### src/ssi_params.svh
// Summary of operation
// RQ1: Capture serial data on rising clock edge.
// RQ2: Ignore serial data while select is high.
// RQ3: Update serial output on falling clock edge.
// RQ4: Serial output floats while select is high.
// RQ5: Internal mode: strobe low during conversion.
// RQ6: External mode: strobe high two periods before MSB.
// RQ7: Strobe floats on high select, external only.
// RQ8: Host keeps clocking, duty 45 to 55 percent.
// RQ9: Decode three-level shutdown into two controls.
// RQ10: Track after sixth bit, hold after eighth.
// RQ11: Host sends control byte before each conversion.
// RQ12: Control bits two, three select input mode.
// RQ13: Result shifts out MSB first, falling edges.
// RQ14: Select high clears the serial bit counter.
`ifndef SSI_PARAMS_SVH
`define SSI_PARAMS_SVH

`define SSI_CTRL_BITS 4'h8
`define SSI_TRACK_AFTER 4'h6
`define SSI_RESULT_BITS 4'h8
`define SSI_SGL_POS 2
`define SSI_UNI_POS 3
`define SSI_SEL_LSB 4
`define SSI_PD_LSB 0
`define SSI_EXT_CLK_CODE 2'h3
`define SSI_EXT_STRB_RISE 4'h1
`define SSI_STRB_PERIODS 4'h2
`define SSI_CLK_PERIOD_NS 25
`define SSI_INT_CONV_NS 7500
`define SSI_STRB_RESET 1'b1

`endif

### src/ssi_pkg.sv
package ssi_pkg;

  typedef enum logic [1:0] {
    SSI_ST_IDLE = 2'b00,
    SSI_ST_EXT_CONV = 2'b01,
    SSI_ST_INT_CONV = 2'b10,
    SSI_ST_SHIFT = 2'b11
  } ssi_state_e;

  typedef logic [15:0] ssi_timer_t;

  typedef struct packed {
    ssi_state_e st;
    logic sclk_q;
    logic [3:0] bit_cnt;
    logic [7:0] ctrl;
    logic [7:0] cfg;
    logic [3:0] fall_cnt;
    ssi_timer_t timer;
    logic [7:0] shift;
    logic [3:0] out_cnt;
    logic dout;
    logic strobe;
    logic ext_mode;
    logic track;
    logic hold;
    logic conv_start;
  } ssi_core_s;

endpackage

### src/ssi_pin_sync.sv
`timescale 1ns/1ps

module ssi_pin_sync #(
  parameter int WIDTH = 1
) (
  input wire logic clk_i,
  input wire logic rst_n_i,
  input wire logic [WIDTH-1:0] async_i,
  output logic [WIDTH-1:0] sync_o
);

  typedef struct packed {
    logic [WIDTH-1:0] meta;
    logic [WIDTH-1:0] stable;
  } ssi_sync_s;

  ssi_sync_s s;
  ssi_sync_s next_s;

  always_comb begin
    next_s.meta = async_i;
    next_s.stable = s.meta;
  end

  always_ff @(posedge clk_i or negedge rst_n_i) begin
    if (!rst_n_i) begin
      s <= '0;
    end else begin
      s <= next_s;
    end
  end

  assign sync_o = s.stable;

endmodule // ssi_pin_sync

### src/ssi_serial_strobe.sv
`timescale 1ns/1ps
`include "ssi_params.svh"

module ssi_serial_strobe #(
  parameter int INT_CONV_TIME_NS = `SSI_INT_CONV_NS
) (
  input wire logic clk_i,
  input wire logic rst_n_i,
  input wire logic cs_n_i,
  input wire logic sclk_i,
  input wire logic din_i,
  input wire logic tri_level_power_down_low_i,
  input wire logic tri_level_power_down_high_i,
  input wire logic [7:0] result_i,
  output logic dout_o,
  output logic dout_oe_o,
  output logic conversion_strobe_o,
  output logic conversion_strobe_oe_o,
  output logic track_o,
  output logic hold_o,
  output logic conv_start_o,
  output logic ext_clock_mode_o,
  output logic single_ended_o,
  output logic unipolar_o,
  output logic [2:0] channel_sel_o,
  output logic power_down_o,
  output logic reference_disable_o
);
  import ssi_pkg::*;

  // Rounded up, so a short conversion time never ends before it has elapsed.
  localparam int INT_CONV_CYC_INT =
    (INT_CONV_TIME_NS + `SSI_CLK_PERIOD_NS - 1) / `SSI_CLK_PERIOD_NS;
  localparam ssi_timer_t INT_CONV_CYC =
    ssi_timer_t'((INT_CONV_CYC_INT < 1) ? 1 : INT_CONV_CYC_INT);

  logic [2:0] link_sync;
  logic [1:0] pd_sync;
  logic sclk_s;
  logic din_s;
  logic pd_low_s;
  logic pd_high_s;
  logic cs_act;
  logic sclk_rise;
  logic sclk_fall;
  logic ctrl_rise;
  logic track_fall;
  logic byte_fall;
  logic ext_code;
  logic [3:0] fall_cnt_inc;
  logic strb_rise_hit;
  logic msb_hit;
  logic int_done;

  ssi_core_s s;
  ssi_core_s next_s;

  // Select is inverted before synchronising, so the cleared flops read as deselected after
  // reset and no phantom transfer opens before the first real select.
  // Data and clock share one latency, so the setup time seen at the pins is preserved.
  ssi_pin_sync #(
    .WIDTH(3)
  ) u_link_sync (
    .clk_i(clk_i),
    .rst_n_i(rst_n_i),
    .async_i({~cs_n_i, sclk_i, din_i}),
    .sync_o(link_sync)
  );

  // The shutdown levels change rarely and are synchronised on their own.
  ssi_pin_sync #(
    .WIDTH(2)
  ) u_pd_sync (
    .clk_i(clk_i),
    .rst_n_i(rst_n_i),
    .async_i({tri_level_power_down_low_i, tri_level_power_down_high_i}),
    .sync_o(pd_sync)
  );

  assign cs_act = link_sync[2];
  assign sclk_s = link_sync[1];
  assign din_s = link_sync[0];
  assign pd_low_s = pd_sync[1];
  assign pd_high_s = pd_sync[0];

  assign sclk_rise = cs_act && sclk_s && !s.sclk_q; // RQ2
  assign sclk_fall = cs_act && !sclk_s && s.sclk_q;

  // Control byte progress is judged on the count before this edge.
  assign ctrl_rise = sclk_rise && (s.bit_cnt < `SSI_CTRL_BITS);
  assign track_fall = sclk_fall && (s.bit_cnt == `SSI_TRACK_AFTER);
  assign byte_fall = sclk_fall && (s.bit_cnt == `SSI_CTRL_BITS);
  assign ext_code = (s.ctrl[`SSI_PD_LSB +: 2] == `SSI_EXT_CLK_CODE);

  // The strobe rises on the first fall after hold and drops two falls later, with the MSB.
  assign fall_cnt_inc = s.fall_cnt + 4'h1;
  assign strb_rise_hit = (fall_cnt_inc == `SSI_EXT_STRB_RISE);
  assign msb_hit = (fall_cnt_inc == (`SSI_EXT_STRB_RISE + `SSI_STRB_PERIODS));
  assign int_done = (s.timer == ssi_timer_t'(1));

  always_comb begin
    next_s = s;
    next_s.sclk_q = sclk_s;
    next_s.conv_start = 1'b0;
    case (s.st)
      SSI_ST_IDLE: begin
        if (ctrl_rise) begin
          next_s.ctrl = {s.ctrl[6:0], din_s}; // RQ1
          next_s.bit_cnt = s.bit_cnt + 4'h1;
        end
        if (track_fall) begin
          next_s.track = 1'b1; // RQ10
        end
        if (byte_fall) begin
          // The conversion only starts from a full control byte.
          next_s.track = 1'b0; // RQ10
          next_s.hold = 1'b1;
          next_s.conv_start = 1'b1; // RQ11
          next_s.cfg = s.ctrl; // RQ12
          next_s.dout = 1'b0;
          if (ext_code) begin
            next_s.ext_mode = 1'b1;
            next_s.strobe = 1'b0;
            next_s.fall_cnt = 4'h0;
            next_s.st = SSI_ST_EXT_CONV;
          end else begin
            next_s.ext_mode = 1'b0;
            next_s.strobe = 1'b0; // RQ5
            next_s.timer = INT_CONV_CYC;
            next_s.st = SSI_ST_INT_CONV;
          end
        end
      end
      SSI_ST_EXT_CONV: begin
        // The host clock paces this conversion, so it must keep running.
        if (sclk_fall) begin // RQ8
          next_s.fall_cnt = fall_cnt_inc;
          if (strb_rise_hit) begin
            next_s.strobe = 1'b1; // RQ6
          end
          // The host sees the strobe drop and the MSB appear on the same falling edge.
          if (msb_hit) begin
            next_s.strobe = 1'b0; // RQ6
            next_s.dout = result_i[7]; // RQ13
            next_s.shift = {result_i[6:0], 1'b0};
            next_s.out_cnt = `SSI_RESULT_BITS - 4'h1;
            next_s.hold = 1'b0;
            next_s.st = SSI_ST_SHIFT;
          end
        end
      end
      SSI_ST_INT_CONV: begin
        // The whole result is latched at once, so the core may move on during readout.
        if (int_done) begin
          next_s.strobe = 1'b1; // RQ5
          next_s.shift = result_i;
          next_s.out_cnt = `SSI_RESULT_BITS;
          next_s.hold = 1'b0;
          next_s.st = SSI_ST_SHIFT;
        end else begin
          next_s.timer = s.timer - ssi_timer_t'(1);
        end
      end
      SSI_ST_SHIFT: begin
        if (sclk_fall) begin
          if (s.out_cnt != 4'h0) begin
            next_s.dout = s.shift[7]; // RQ3 RQ13
            next_s.shift = {s.shift[6:0], 1'b0};
            next_s.out_cnt = s.out_cnt - 4'h1;
          end else begin
            // One more falling edge after the last bit returns the port to idle.
            next_s.dout = 1'b0;
            next_s.bit_cnt = 4'h0;
            next_s.st = SSI_ST_IDLE;
          end
        end
      end
      default: begin
        next_s.st = SSI_ST_IDLE;
      end
    endcase
    if (!cs_act) begin
      // An internal conversion runs on its own timer and survives a deselect.
      next_s.bit_cnt = 4'h0; // RQ14
      next_s.track = 1'b0;
      if (s.st != SSI_ST_INT_CONV) begin
        next_s.st = SSI_ST_IDLE;
        next_s.hold = 1'b0;
        next_s.dout = 1'b0;
        if (s.ext_mode) begin
          next_s.strobe = 1'b0;
        end
      end
    end
  end

  always_ff @(posedge clk_i or negedge rst_n_i) begin
    if (!rst_n_i) begin
      s <= '0;
      s.st <= SSI_ST_IDLE;
      // A high strobe after reset reads as an internal conversion already finished.
      s.strobe <= `SSI_STRB_RESET;
    end else begin
      s <= next_s;
    end
  end

  assign dout_o = s.dout;
  // The dout enable and the external-mode strobe enable follow the synchronised select directly, so no flop delays the release.
  assign dout_oe_o = cs_act; // RQ4
  assign conversion_strobe_o = s.strobe;
  assign conversion_strobe_oe_o = !s.ext_mode || cs_act; // RQ7
  assign track_o = s.track;
  assign hold_o = s.hold;
  assign conv_start_o = s.conv_start;
  assign ext_clock_mode_o = s.ext_mode;
  assign single_ended_o = s.cfg[`SSI_SGL_POS]; // RQ12
  assign unipolar_o = s.cfg[`SSI_UNI_POS]; // RQ12
  assign channel_sel_o = s.cfg[`SSI_SEL_LSB +: 3];
  // Low means full power-down; high disables only the reference; open means run.
  assign power_down_o = pd_low_s; // RQ9
  assign reference_disable_o = pd_high_s && !pd_low_s; // RQ9

endmodule // ssi_serial_strobe

### config.mk
export PLATFORM = sky130hd
export DESIGN_NAME = ssi_serial_strobe
export DESIGN_NICKNAME = d
export VERILOG_FILES = /design/src/ssi_pkg.sv /design/src/ssi_pin_sync.sv /design/src/ssi_serial_strobe.sv
export VERILOG_INCLUDE_DIRS = /design/src
export SDC_FILE = /design/constraint.sdc
export NUM_CORES = 1
export LEC_CHECK = 0
export BUFFER_PORTS_ARGS = -buffer_cell sky130_fd_sc_hd__buf_2
export CAP_MARGIN = 20
export CORE_AREA = 2 2 107 88
export CTS_CLUSTER_DIAMETER = 60
export DETAILED_ROUTE_END_ITERATION = 8
export DIE_AREA = 0 0 109 90
export REMOVE_ABC_BUFFERS = 1
export SETUP_SLACK_MARGIN = 0.05
export SYNTH_ARGS = -nofsm -noshare
export SYNTH_HDL_FRONTEND = slang
export SYNTH_HIERARCHICAL = 1
export SYNTH_SLANG_ARGS = --single-unit
export TNS_END_PERCENT = 50
### constraint.sdc
create_clock -name clk_i -period 5.2 [get_ports clk_i]
set_input_delay 1.04 -clock clk_i [delete_from_list [all_inputs] [get_ports clk_i]]
set_output_delay 1.04 -clock clk_i [all_outputs]
set_load 0.02 [all_outputs]
==> qor.yml, run 1 <==
vias: 2607
dr.first_iter.drc_count: 160
wirelength_mm: 7.316
post_layout_nonfiller_instances: 489
synth_sequential_area_ratio_pct: 49.12
final_net_count: 393
die_height_um: 90
critical_path_peak_fanout: 26
clk_latency_ns: 0.35
viasPerCell: 5.331
ys_seq_elements: 67
io_buffer_count: 29
warning_count_from_the_yosys_run: 6
clk_path_buf_depth: 2
die_w_um: 109
cts.repair_timing.setup_buffer_count: 0
syn_area_per_cell_um2: 9.930
slew_viol_final: 0
max_clock_freq_mhz: 354.5
post_cts_resized: 0
areaGrowthSynthToFinish_pct: 11.47
number_of_max_cap_violations: 0
ys_types: 61
final.period_utilization_pct: 54.25
rsz_0062_raised_after_global_routing: "false"
drtAntennaViolNets: 0
core-area_mm2: 0.008805
worst_setup_hold_path_clk_slew_ns: 0.08
syn-cell-area_mm2: 0.003416
cts_buf_count: 9
cp.arrival_ns: 3.09
report.final.setup_viol: 0
grt.total_usage_pct: 16.24
power_per_cell_area_mw_per_mm2: 273.5
tritoncts_num_sinks: 67
grt_first_pass_wirelength_mm: 12.46
holdBufCountCts: 0
critical_path_class: "register to register"
number_of_enable_type_register_cells_in_the_synthesized_netlist: 0
outcome: "finished clean"
ys_async_sr_fraction_pct: 100.0
slew_headroom_pct: 36.17
num_antenna_cells: 0
worstMarginPinSlew_ns: 0.9539
timing.clock.skew_ns: 0.004137
gr-total-overflow: 0
final_layout_size_suffix_gt1_share_pct: 17.91
start_util_pct: 38.79
n_fill_cell: 842
dr.pass1.iters: 4
wire_per_inst_um: 14.96
clockRootBuffer: "clkbuf_8"
tritoncts: "built"
ys_dominant_reg_cell: "dfrtp_1"
vdd_ir_drop_max_v: 0.0001489
synthesis.instances: 344
worstHoldPathType: "register to register"
antenna_found_initial: 0
setup.worst_path.start_class: "register"
timing.critical_path.to_type: "register"
period_minus_slack_ns: 2.821
maximum_number_of_pins_on_one_net_before_global_route_repair: 36
routability_congestion_estimate: 0.8304
dp_cells: 473
number_of_cell_rows: 31
htreeDepth: 3
most-common-layout-cells: "66 x dfrtp_1, 44 x nand2_1, 29 x buf_2, 26 x o21ai_0, 23 x inv_1"
first_global_vias: 2433
timing.critical_path.required_ns: 5.47
design.die.area_mm2: 0.009810
whs_ns: 0.3523
tns_ns: 0
hpwlAfterDp_mm: 4.977
drt_drc_violations_left: 0
hold_viol_final: 0
commonest_non_fill_non_tap_cell_in_the_layout: "dfrtp_1"
power.leakage_nw: 1.868
io-pin-count: 30
flip-flops by register name, indices dropped and copies added, names as in the netlist, 2 cells and up:
| name | cells |
|---|---|
| u_pd_sync/next_s | 2 |
| channel_sel_o | 3 |
| u_link_sync/next_s | 3 |
| u_pd_sync/sync_o | 2 |
| u_link_sync/sync_o | 3 |
| s | 46 |
logic make-up (layout without fill, tap and decap cells):
kind of cell / count (synthesis) / after routing / share of synthesized area [%]
and+or+nand+nor: 133 / 133 / 20.95
AOI/OAI and AO/OA: 76 / 76 / 15.35
DFF: 67 / 67 / 49.12
buffers and inverters: 40 / 70 / 5.128
muxes: 18 / 18 / 5.898
adders and majority gates: 9 / 9 / 3.297
xor gates and xnor gates: 1 / 1 / 0.2565
layer usage:
layer	global-route usage, %	up-vias	part of all wire (%)
li1	-	1289	-
met4	4.167	0	0.82
met1	24.18	1269	51
met3	5.439	6	4.1
met5	0	-	0
met2	22.46	43	44
cell usage after synthesis, drive strengths merged, types with 9 or more instances:
master | number | area share, %
dfrtp | 66 | 48
nand2 | 44 | 4.8
o21ai | 26 | 3.8
inv | 23 | 2.5
mux2 | 17 | 5.6
nor2 | 16 | 1.8
nand3 | 13 | 1.9
or3 | 11 | 2.0
clkbuf | 9 | 0.99
ha | 9 | 3.3
area by class of cell:
| type | count | area, um^2 | share of cell area [%] |
|---|---|---|---|
| clock buffer | 9 | 123.9 | 3.253 |
| sequential | 67 | 1678 | 44.07 |
| inverter | 24 | 90.09 | 2.366 |
| tap | 115 | 143.9 | 3.779 |
| clock inverter | 7 | 56.30 | 1.479 |
| multi-input combinational | 237 | 1563 | 41.05 |
| timing repair buffer | 30 | 152.6 | 4.009 |
power breakdown:
part / internal [mW] / total (mW) / leakage [nW] / switching, mW
Combinational: 0.0279 / 0.0571 / 0.899 / 0.0292
Sequential: 0.551 / 0.573 / 0.879 / 0.0228
Clock: 0.180 / 0.411 / 0.0910 / 0.231
critical path, stage by stage (launching register included):
cell and delay (ns):
dfrtp_1 0.52, and3b_1 0.46, nand4_1 0.51, o211a_1 0.57, or4_1 0.57, nand3_1 0.10
metrics by stage:
stage | setup slack [ns] | utilization (%) | total power [mW] | area (um^2)
5_1_grt | 2.232 | 43.24 | 1.094 | 3807
3_3_place_gp | 2.566 | 41.20 | 0.6379 | 3627
2_1_floorplan | 2.803 | - | 0.6099 | 3331
6_report | 2.379 | 43.24 | 1.042 | 3807
4_1_cts | 2.415 | 43.24 | 1.057 | 3807
3_5_place_dp | 2.447 | 41.20 | 0.6418 | 3627
worst paths after layout:
kind	to	slack, ns	depth (start not counted)	start
max reg2reg	s[21]	2.38	5	u_link_sync/sync_o[2]
min	u_link_sync/sync_o[1]	0.35	0	u_link_sync/next_s[1]
min in group asynchronous	u_pd_sync/next_s[1]	0.75	1	rst_n_i
max	s[21]	2.38	5	u_link_sync/sync_o[2]
min reg2reg	u_link_sync/sync_o[1]	0.35	0	u_link_sync/next_s[1]
max in group asynchronous	s[37]	3.51	2	rst_n_i
No activity file was read; power rests on OpenSTA's default activity.
==> run 2: changes to the inputs <==
- clock period: 5.2 -> 2.75 ns (I/O delays scaled with it)
==> qor.yml, run 2 (synthesized netlist as in run 1, its figures left out) <==
outcome: "finished clean"
io_buffer_count: 29  # unchanged
cp.arrival_ns: 2.66  # -0.43 ns
slew_headroom_pct: 58.35  # +22 points
cts_buf_count: 9  # unchanged
worstHoldPathType: "input port to asynchronous set/reset pin"
whs_ns: 0.1407  # -0.2117 ns
maximum_number_of_pins_on_one_net_before_global_route_repair: 27  # -25%
multiInputGateArea_mm2: 0.001563  # unchanged
critical-path-max-stage-delay_ns: 0.65  # +0.08 ns
antenna_found_initial: 0  # unchanged
tritoncts_num_sinks: 67  # unchanged
rsz_0062_raised_after_global_routing: "false"
number_of_max_cap_violations: 0  # unchanged
areaGrowthSynthToFinish_pct: 14.47
power.leakage_nw: 1.927  # +3.1%
wire_per_inst_um: 14.62  # -2.3%
start_util_pct: 38.79  # unchanged
period_minus_slack_ns: 2.363  # -0.4582 ns
tns_ns: 0  # unchanged
slew_viol_final: 0  # unchanged
final.period_utilization_pct: 85.93  # +32 points
r2r_slack_ns: 0.39  # -1.99 ns
number_of_cell_rows: 31  # unchanged
largest_reg_flops: 46  # unchanged
routability_congestion_estimate: 0.7823  # -5.8%
place_area_mm2: 0.003702  # +2.1%
tritoncts: "built"
drt_drc_violations_left: 0  # unchanged
timing.critical_path.required_ns: 3.05  # -2.42 ns
io-pin-count: 30  # unchanged
gr-total-overflow: 0  # unchanged
final_net_count: 403  # +2.5%
dr.first_iter.drc_count: 149  # -6.9%
clockRootBuffer: "clkbuf_8"
dp_cells: 483  # +2.1%
hold_viol_final: 0  # unchanged
postLayoutCellArea_mm2: 0.003910  # +2.7%
critical_path_peak_fanout: 5  # -81%
post_layout_nonfiller_instances: 499  # +2.0%
final_layout_size_suffix_gt1_share_pct: 20.05  # +2.1 points
vdd_ir_drop_max_v: 0.0003530  # +140%
die_height_um: 90  # unchanged
regArea_mm2: 0.001678  # unchanged
post_cts_resized: 0  # unchanged
grt_first_pass_wirelength_mm: 12.28  # -1.5%
crit_slowest_cell: "or4b_2"
worstMarginPinSlew_ns: 0.6225  # -0.3314 ns
clk_latency_ns: 0.36  # about the same
holdBufCountCts: 0  # unchanged
timing.clock.skew_ns: 0.01282  # +0.008686 ns
drtAntennaViolNets: 0  # unchanged
max_clock_freq_mhz: 423.2  # +19%
regMostFlops: "s"
crit_path_cell_trace: "inv_1, ha_1, or3b_2, a2bb2oi_1, o21a_1, or4b_2, nand2_1"
n_fill_cell: 857  # +1.8%
die_w_um: 109  # unchanged
hpwlAfterDp_mm: 5.231  # +5.1%
viasPerCell: 5.259  # -1.4%
setup.worst_path.start_class: "register"
num_antenna_cells: 0  # unchanged
cts.repair_timing.setup_buffer_count: 0  # unchanged
core-area_mm2: 0.008805  # unchanged
vias: 2624  # +0.65%
report.final.setup_viol: 0  # unchanged
worst_setup_hold_path_clk_slew_ns: 0.08  # about the same
timing.critical_path.to_type: "register"
wirelength_mm: 7.295  # -0.29%
clk_path_buf_depth: 2  # unchanged
grt.total_usage_pct: 15.98  # -0.25 points
power_per_cell_area_mw_per_mm2: 525.6  # +92%
design.die.area_mm2: 0.009810  # unchanged
most-common-layout-cells: "66 x dfrtp_1, 44 x nand2_1, 29 x buf_2, 26 x o21ai_0, 23 x inv_1"
utilization_pct: 44.41  # +1.2 points
critical_path_class: "register to register"
first_global_vias: 2458  # +1.0%
dr.pass1.iters: 4  # unchanged
htreeDepth: 3  # unchanged
commonest_non_fill_non_tap_cell_in_the_layout: "dfrtp_1"
-- run 2: cell types whose count changed in the layout (fill, tap and decap cells not counted), sizes merged --
| cell | change |
|---|---|
| buf | +10 |
| inv | -1 |
| bufinv | +1 |
-- run 2: cell type report --
type / count / share of cell area, %
clock buffer: 9 / 3.168
clock inverter: 7 / 2.144
inverter: 24 / 2.304
multi-input combinational: 237 / 39.97
sequential: 67 / 42.91
tap: 115 / 3.680
timing repair buffer: 40 / 5.824
-- run 2: per-layer routing --
| layer | global-route usage [%] | vias to the layer above | part of all wire (%) |
|---|---|---|---|
| li1 | - | 1309 | - |
| met1 | 23.30 | 1274 | 51 |
| met3 | 6.091 | 4 | 4.0 |
| met2 | 22.57 | 37 | 45 |
| met4 | 3.205 | 0 | 0.63 |
| met5 | 0 | - | 0 |
-- run 2: path summary, 6_finish.rpt --
check                                            from                   to  depth (start not counted)
setup / recovery                                 s[6]                s[56]                          7
hold / removal                                rst_n_i  u_pd_sync/next_s[1]                          1
setup reg to reg                                 s[6]                s[56]                          7
hold reg to reg                   u_pd_sync/next_s[1]  u_pd_sync/sync_o[1]                          0
max in group asynchronous                     rst_n_i  conversion_strobe_o                          2
min in group clk_i         tri_level_power_down_low_i  u_pd_sync/next_s[1]                          1
-- run 2: stage by stage --
stage	setup slack, ns	power (mW)
detailed placement	0.3874	1.212
global route	0.2814	2.151
floorplan	0.3534	1.153
CTS	0.3827	2.088
finish	0.3871	2.055
global placement	0.4416	1.209
-- run 2: critical path: cells and delay by family (launching register included) --
kind | cells | cell delay, ns
AO/OA/AOI/OAI | 2 | 0.42
flip-flops | 1 | 0.40
adder cells (fa/ha/maj) | 1 | 0.17
AND/OR/NAND/NOR | 3 | 1.25
buffers and inverters | 1 | 0.06
-- run 2: report_power, final --
group	internal (mW)	switching [mW]	total [mW]
Combinational	0.0544	0.0534	0.108
Sequential	1.04	0.0417	1.08
Clock	0.434	0.430	0.864
Total	1.53	0.525	2.06
==> run 3: changes to the inputs <==
- ABC_AREA: unset -> 1
- CORE_AREA: 2 2 107 88 -> 2 2 109 90
- DIE_AREA: 0 0 109 90 -> 0 0 111 92
==> qor.yml, run 3 <==
cp.arrival_ns: 2.43  # -0.23 ns
syn-cell-area_mm2: 0.003545  # +3.8%
rsz_0062_raised_after_global_routing: "false"
timing.critical_path.required_ns: 3.02  # -0.03 ns
power.leakage_nw: 2.053  # +6.6%
synthMostInstantiatedCell: "nand2_1"
start_util_pct: 38.33  # -0.47 points
dr.first_iter.drc_count: 203  # +36%
number_of_max_cap_violations: 0  # unchanged
number_of_cell_rows: 32  # +3.2%
outcome: "finished clean"
largest_reg_flops: 46  # unchanged
ys_async_sr_fraction_pct: 100.0  # unchanged
postLayoutCellArea_mm2: 0.004073  # +4.2%
drtAntennaViolNets: 0  # unchanged
areaGrowthSynthToFinish_pct: 14.90
syn_area_per_cell_um2: 8.001  # -19%
vdd_ir_drop_max_v: 0.0003755  # +6.4%
core-area_mm2: 0.009249  # +5.0%
drt_drc_violations_left: 0  # unchanged
report.final.setup_viol: 0  # unchanged
grt_first_pass_wirelength_mm: 13.59  # +11%
synthesis.instances: 443  # +29%
io-pin-count: 30  # unchanged
cp_delay_by_family_top: "buffers and inverters"
worstHoldPathType: "input port to asynchronous set/reset pin"
timing.clock.skew_ns: 0.005689  # -0.007134 ns
htreeDepth: 3  # unchanged
vias: 2918  # +11%
final.period_utilization_pct: 78.73  # -7.2 points
ys_dominant_reg_cell: "dfrtp_1"
commonest_non_fill_non_tap_cell_in_the_layout: "nand2_1"
viasPerCell: 4.912  # -6.6%
dp_cells: 579  # +20%
hold_viol_final: 0  # unchanged
regMostFlops: "s"
post_layout_nonfiller_instances: 594  # +19%
synthTopCellsByCount: "138 x nand2_1, 66 x dfrtp_1, 40 x inv_1"
tritoncts: "built"
clk_latency_ns: 0.33  # -0.03 ns
routability_congestion_estimate: 0.8551  # +9.3%
synthDominantCellAreaShare_pct: 46.59  # -1.8 points
timing.critical_path.to_type: "register"
number_of_enable_type_register_cells_in_the_synthesized_netlist: 0  # unchanged
period_minus_slack_ns: 2.165  # -0.1980 ns
design.die.area_mm2: 0.01021  # +4.1%
maximum_number_of_pins_on_one_net_before_global_route_repair: 68  # +150%
ys_types: 35  # -43%
holdBufCountCts: 0  # unchanged
clk_path_buf_depth: 2  # unchanged
wire_per_inst_um: 13.17  # -9.9%
critical_path_class: "register to register"
antenna_found_initial: 0  # unchanged
die_w_um: 111  # +1.8%
whs_ns: 0.2077  # +0.06700 ns
cts_buf_count: 9  # unchanged
regArea_mm2: 0.001678  # unchanged
slew_headroom_pct: 67.82  # +9.5 points
critPathBufInv: 3  # +2
clockRootBuffer: "clkbuf_16"
synthDominantAreaCellType: "dfrtp_1"
critical_path_peak_fanout: 23  # +18
gr-total-overflow: 0  # unchanged
num_antenna_cells: 0  # unchanged
warning_count_from_the_yosys_run: 6  # unchanged
post-layout-total-power_mw: 2.256  # +9.8%
grt.total_usage_pct: 16.77  # +0.78 points
power_per_cell_area_mw_per_mm2: 554.0  # +5.4%
crit_slowest_cell: "dfrtp_1"
post_cts_resized: 0  # unchanged
wirelength_mm: 7.825  # +7.3%
worst_setup_hold_path_clk_slew_ns: 0.06  # -0.02 ns
n_fill_cell: 920  # +7.4%
multiInputGateArea_mm2: 0.001592  # +1.8%
most-common-layout-cells: "138 x nand2_1, 66 x dfrtp_1, 40 x inv_1, 39 x nor2_1, 29 x buf_2"
slew_viol_final: 0  # unchanged
cp_common_cell: "inv_2"
io_buffer_count: 29  # unchanged
place_area_mm2: 0.003780  # +2.1%
max_clock_freq_mhz: 461.9  # +9.1%
ys_seq_elements: 67  # unchanged
dr.pass1.iters: 4  # unchanged
setup.worst_path.start_class: "register"
final_net_count: 495  # +23%
synth_sequential_area_ratio_pct: 47.33  # -1.8 points
first_global_vias: 2851  # +16%
tns_ns: 0  # unchanged
worstMarginPinSlew_ns: 0.4819  # -0.1406 ns
tritoncts_num_sinks: 67  # unchanged
critical-path-max-stage-delay_ns: 0.44  # -0.21 ns
synth_top_area_cells: "dfrtp_1 47%, nand2_1 15%, inv_1 4.2%"
cts.repair_timing.setup_buffer_count: 0  # unchanged
hpwlAfterDp_mm: 5.397  # +3.2%
die_height_um: 92  # +2.2%
crit_path_cell_trace: "inv_2, nand2_2, inv_2, nand3_4, o21ai_2, nand3_2, inv_2, nand2_1, nand2_1"
final_layout_size_suffix_gt1_share_pct: 15.16  # -4.9 points
-- run 3: kinds of logic (layout without fill, tap and decap cells) --
kind of cell               count (synthesis)  count (layout)  synth area share, %
buffers and inverters                     62              94                7.765
xor gates and xnor gates                   7               7                1.730
AOI/OAI and AO/OA                         59              59                9.849
and+or+nand+nor                          239             239                30.14
adders and majority gates                  9               9                3.177
DFF                                       67              67                47.34
-- run 3: worst paths after layout --
| check | slack, ns | startpoint | end | depth (start not counted) |
|---|---|---|---|---|
| min in group clk_i | 0.32 | sclk_i | u_link_sync/next_s[1] | 1 |
| max in group asynchronous | 2.18 | rst_n_i | conversion_strobe_o | 2 |
| worst max-delay path | 0.59 | s[59] | s[11] | 9 |
| worst min-delay path | 0.21 | rst_n_i | s[22] | 2 |
| worst min register to register | 0.35 | u_link_sync/next_s[2] | u_link_sync/sync_o[2] | 0 |
| worst max register to register | 0.59 | s[59] | s[11] | 9 |
-- run 3: cell type report --
| type | instances | share of cell area [%] |
|---|---|---|
| Sequential cell | 67 | 41.20 |
| Multi-Input combinational cell | 314 | 39.08 |
| Clock buffer | 9 | 5.530 |
| Inverter | 47 | 4.455 |
| Timing Repair Buffer | 32 | 4.424 |
| Tap cell | 119 | 3.656 |
| Clock inverter | 6 | 1.659 |
-- run 3: per-layer routing --
metal,vias up,wire [um],global-route usage (%),share of wire (%)
met3,6,426,7.006,5.4
met5,-,0,0,0
met2,60,3211,23.72,41
met4,0,81,5.208,1.0
li1,1494,-,-,-
met1,1358,4106,23.30,52
-- run 3: through the flow --
stage / util (%) / setup WS (ns)
final: 44.03 / 0.5850
after detailed placement: 40.87 / 0.6370
after CTS: 44.03 / 0.6248
after global placement: 40.87 / 0.7279
after global routing: 44.03 / 0.4029
after floorplan: - / 0.8938
-- run 3: power breakdown --
part           leakage (nW)  internal (mW)  switching [mW]
Clock                 0.137          0.697           0.431
Combinational          1.06         0.0279          0.0637
Sequential            0.859           1.02          0.0183
Total                  2.05           1.74           0.513
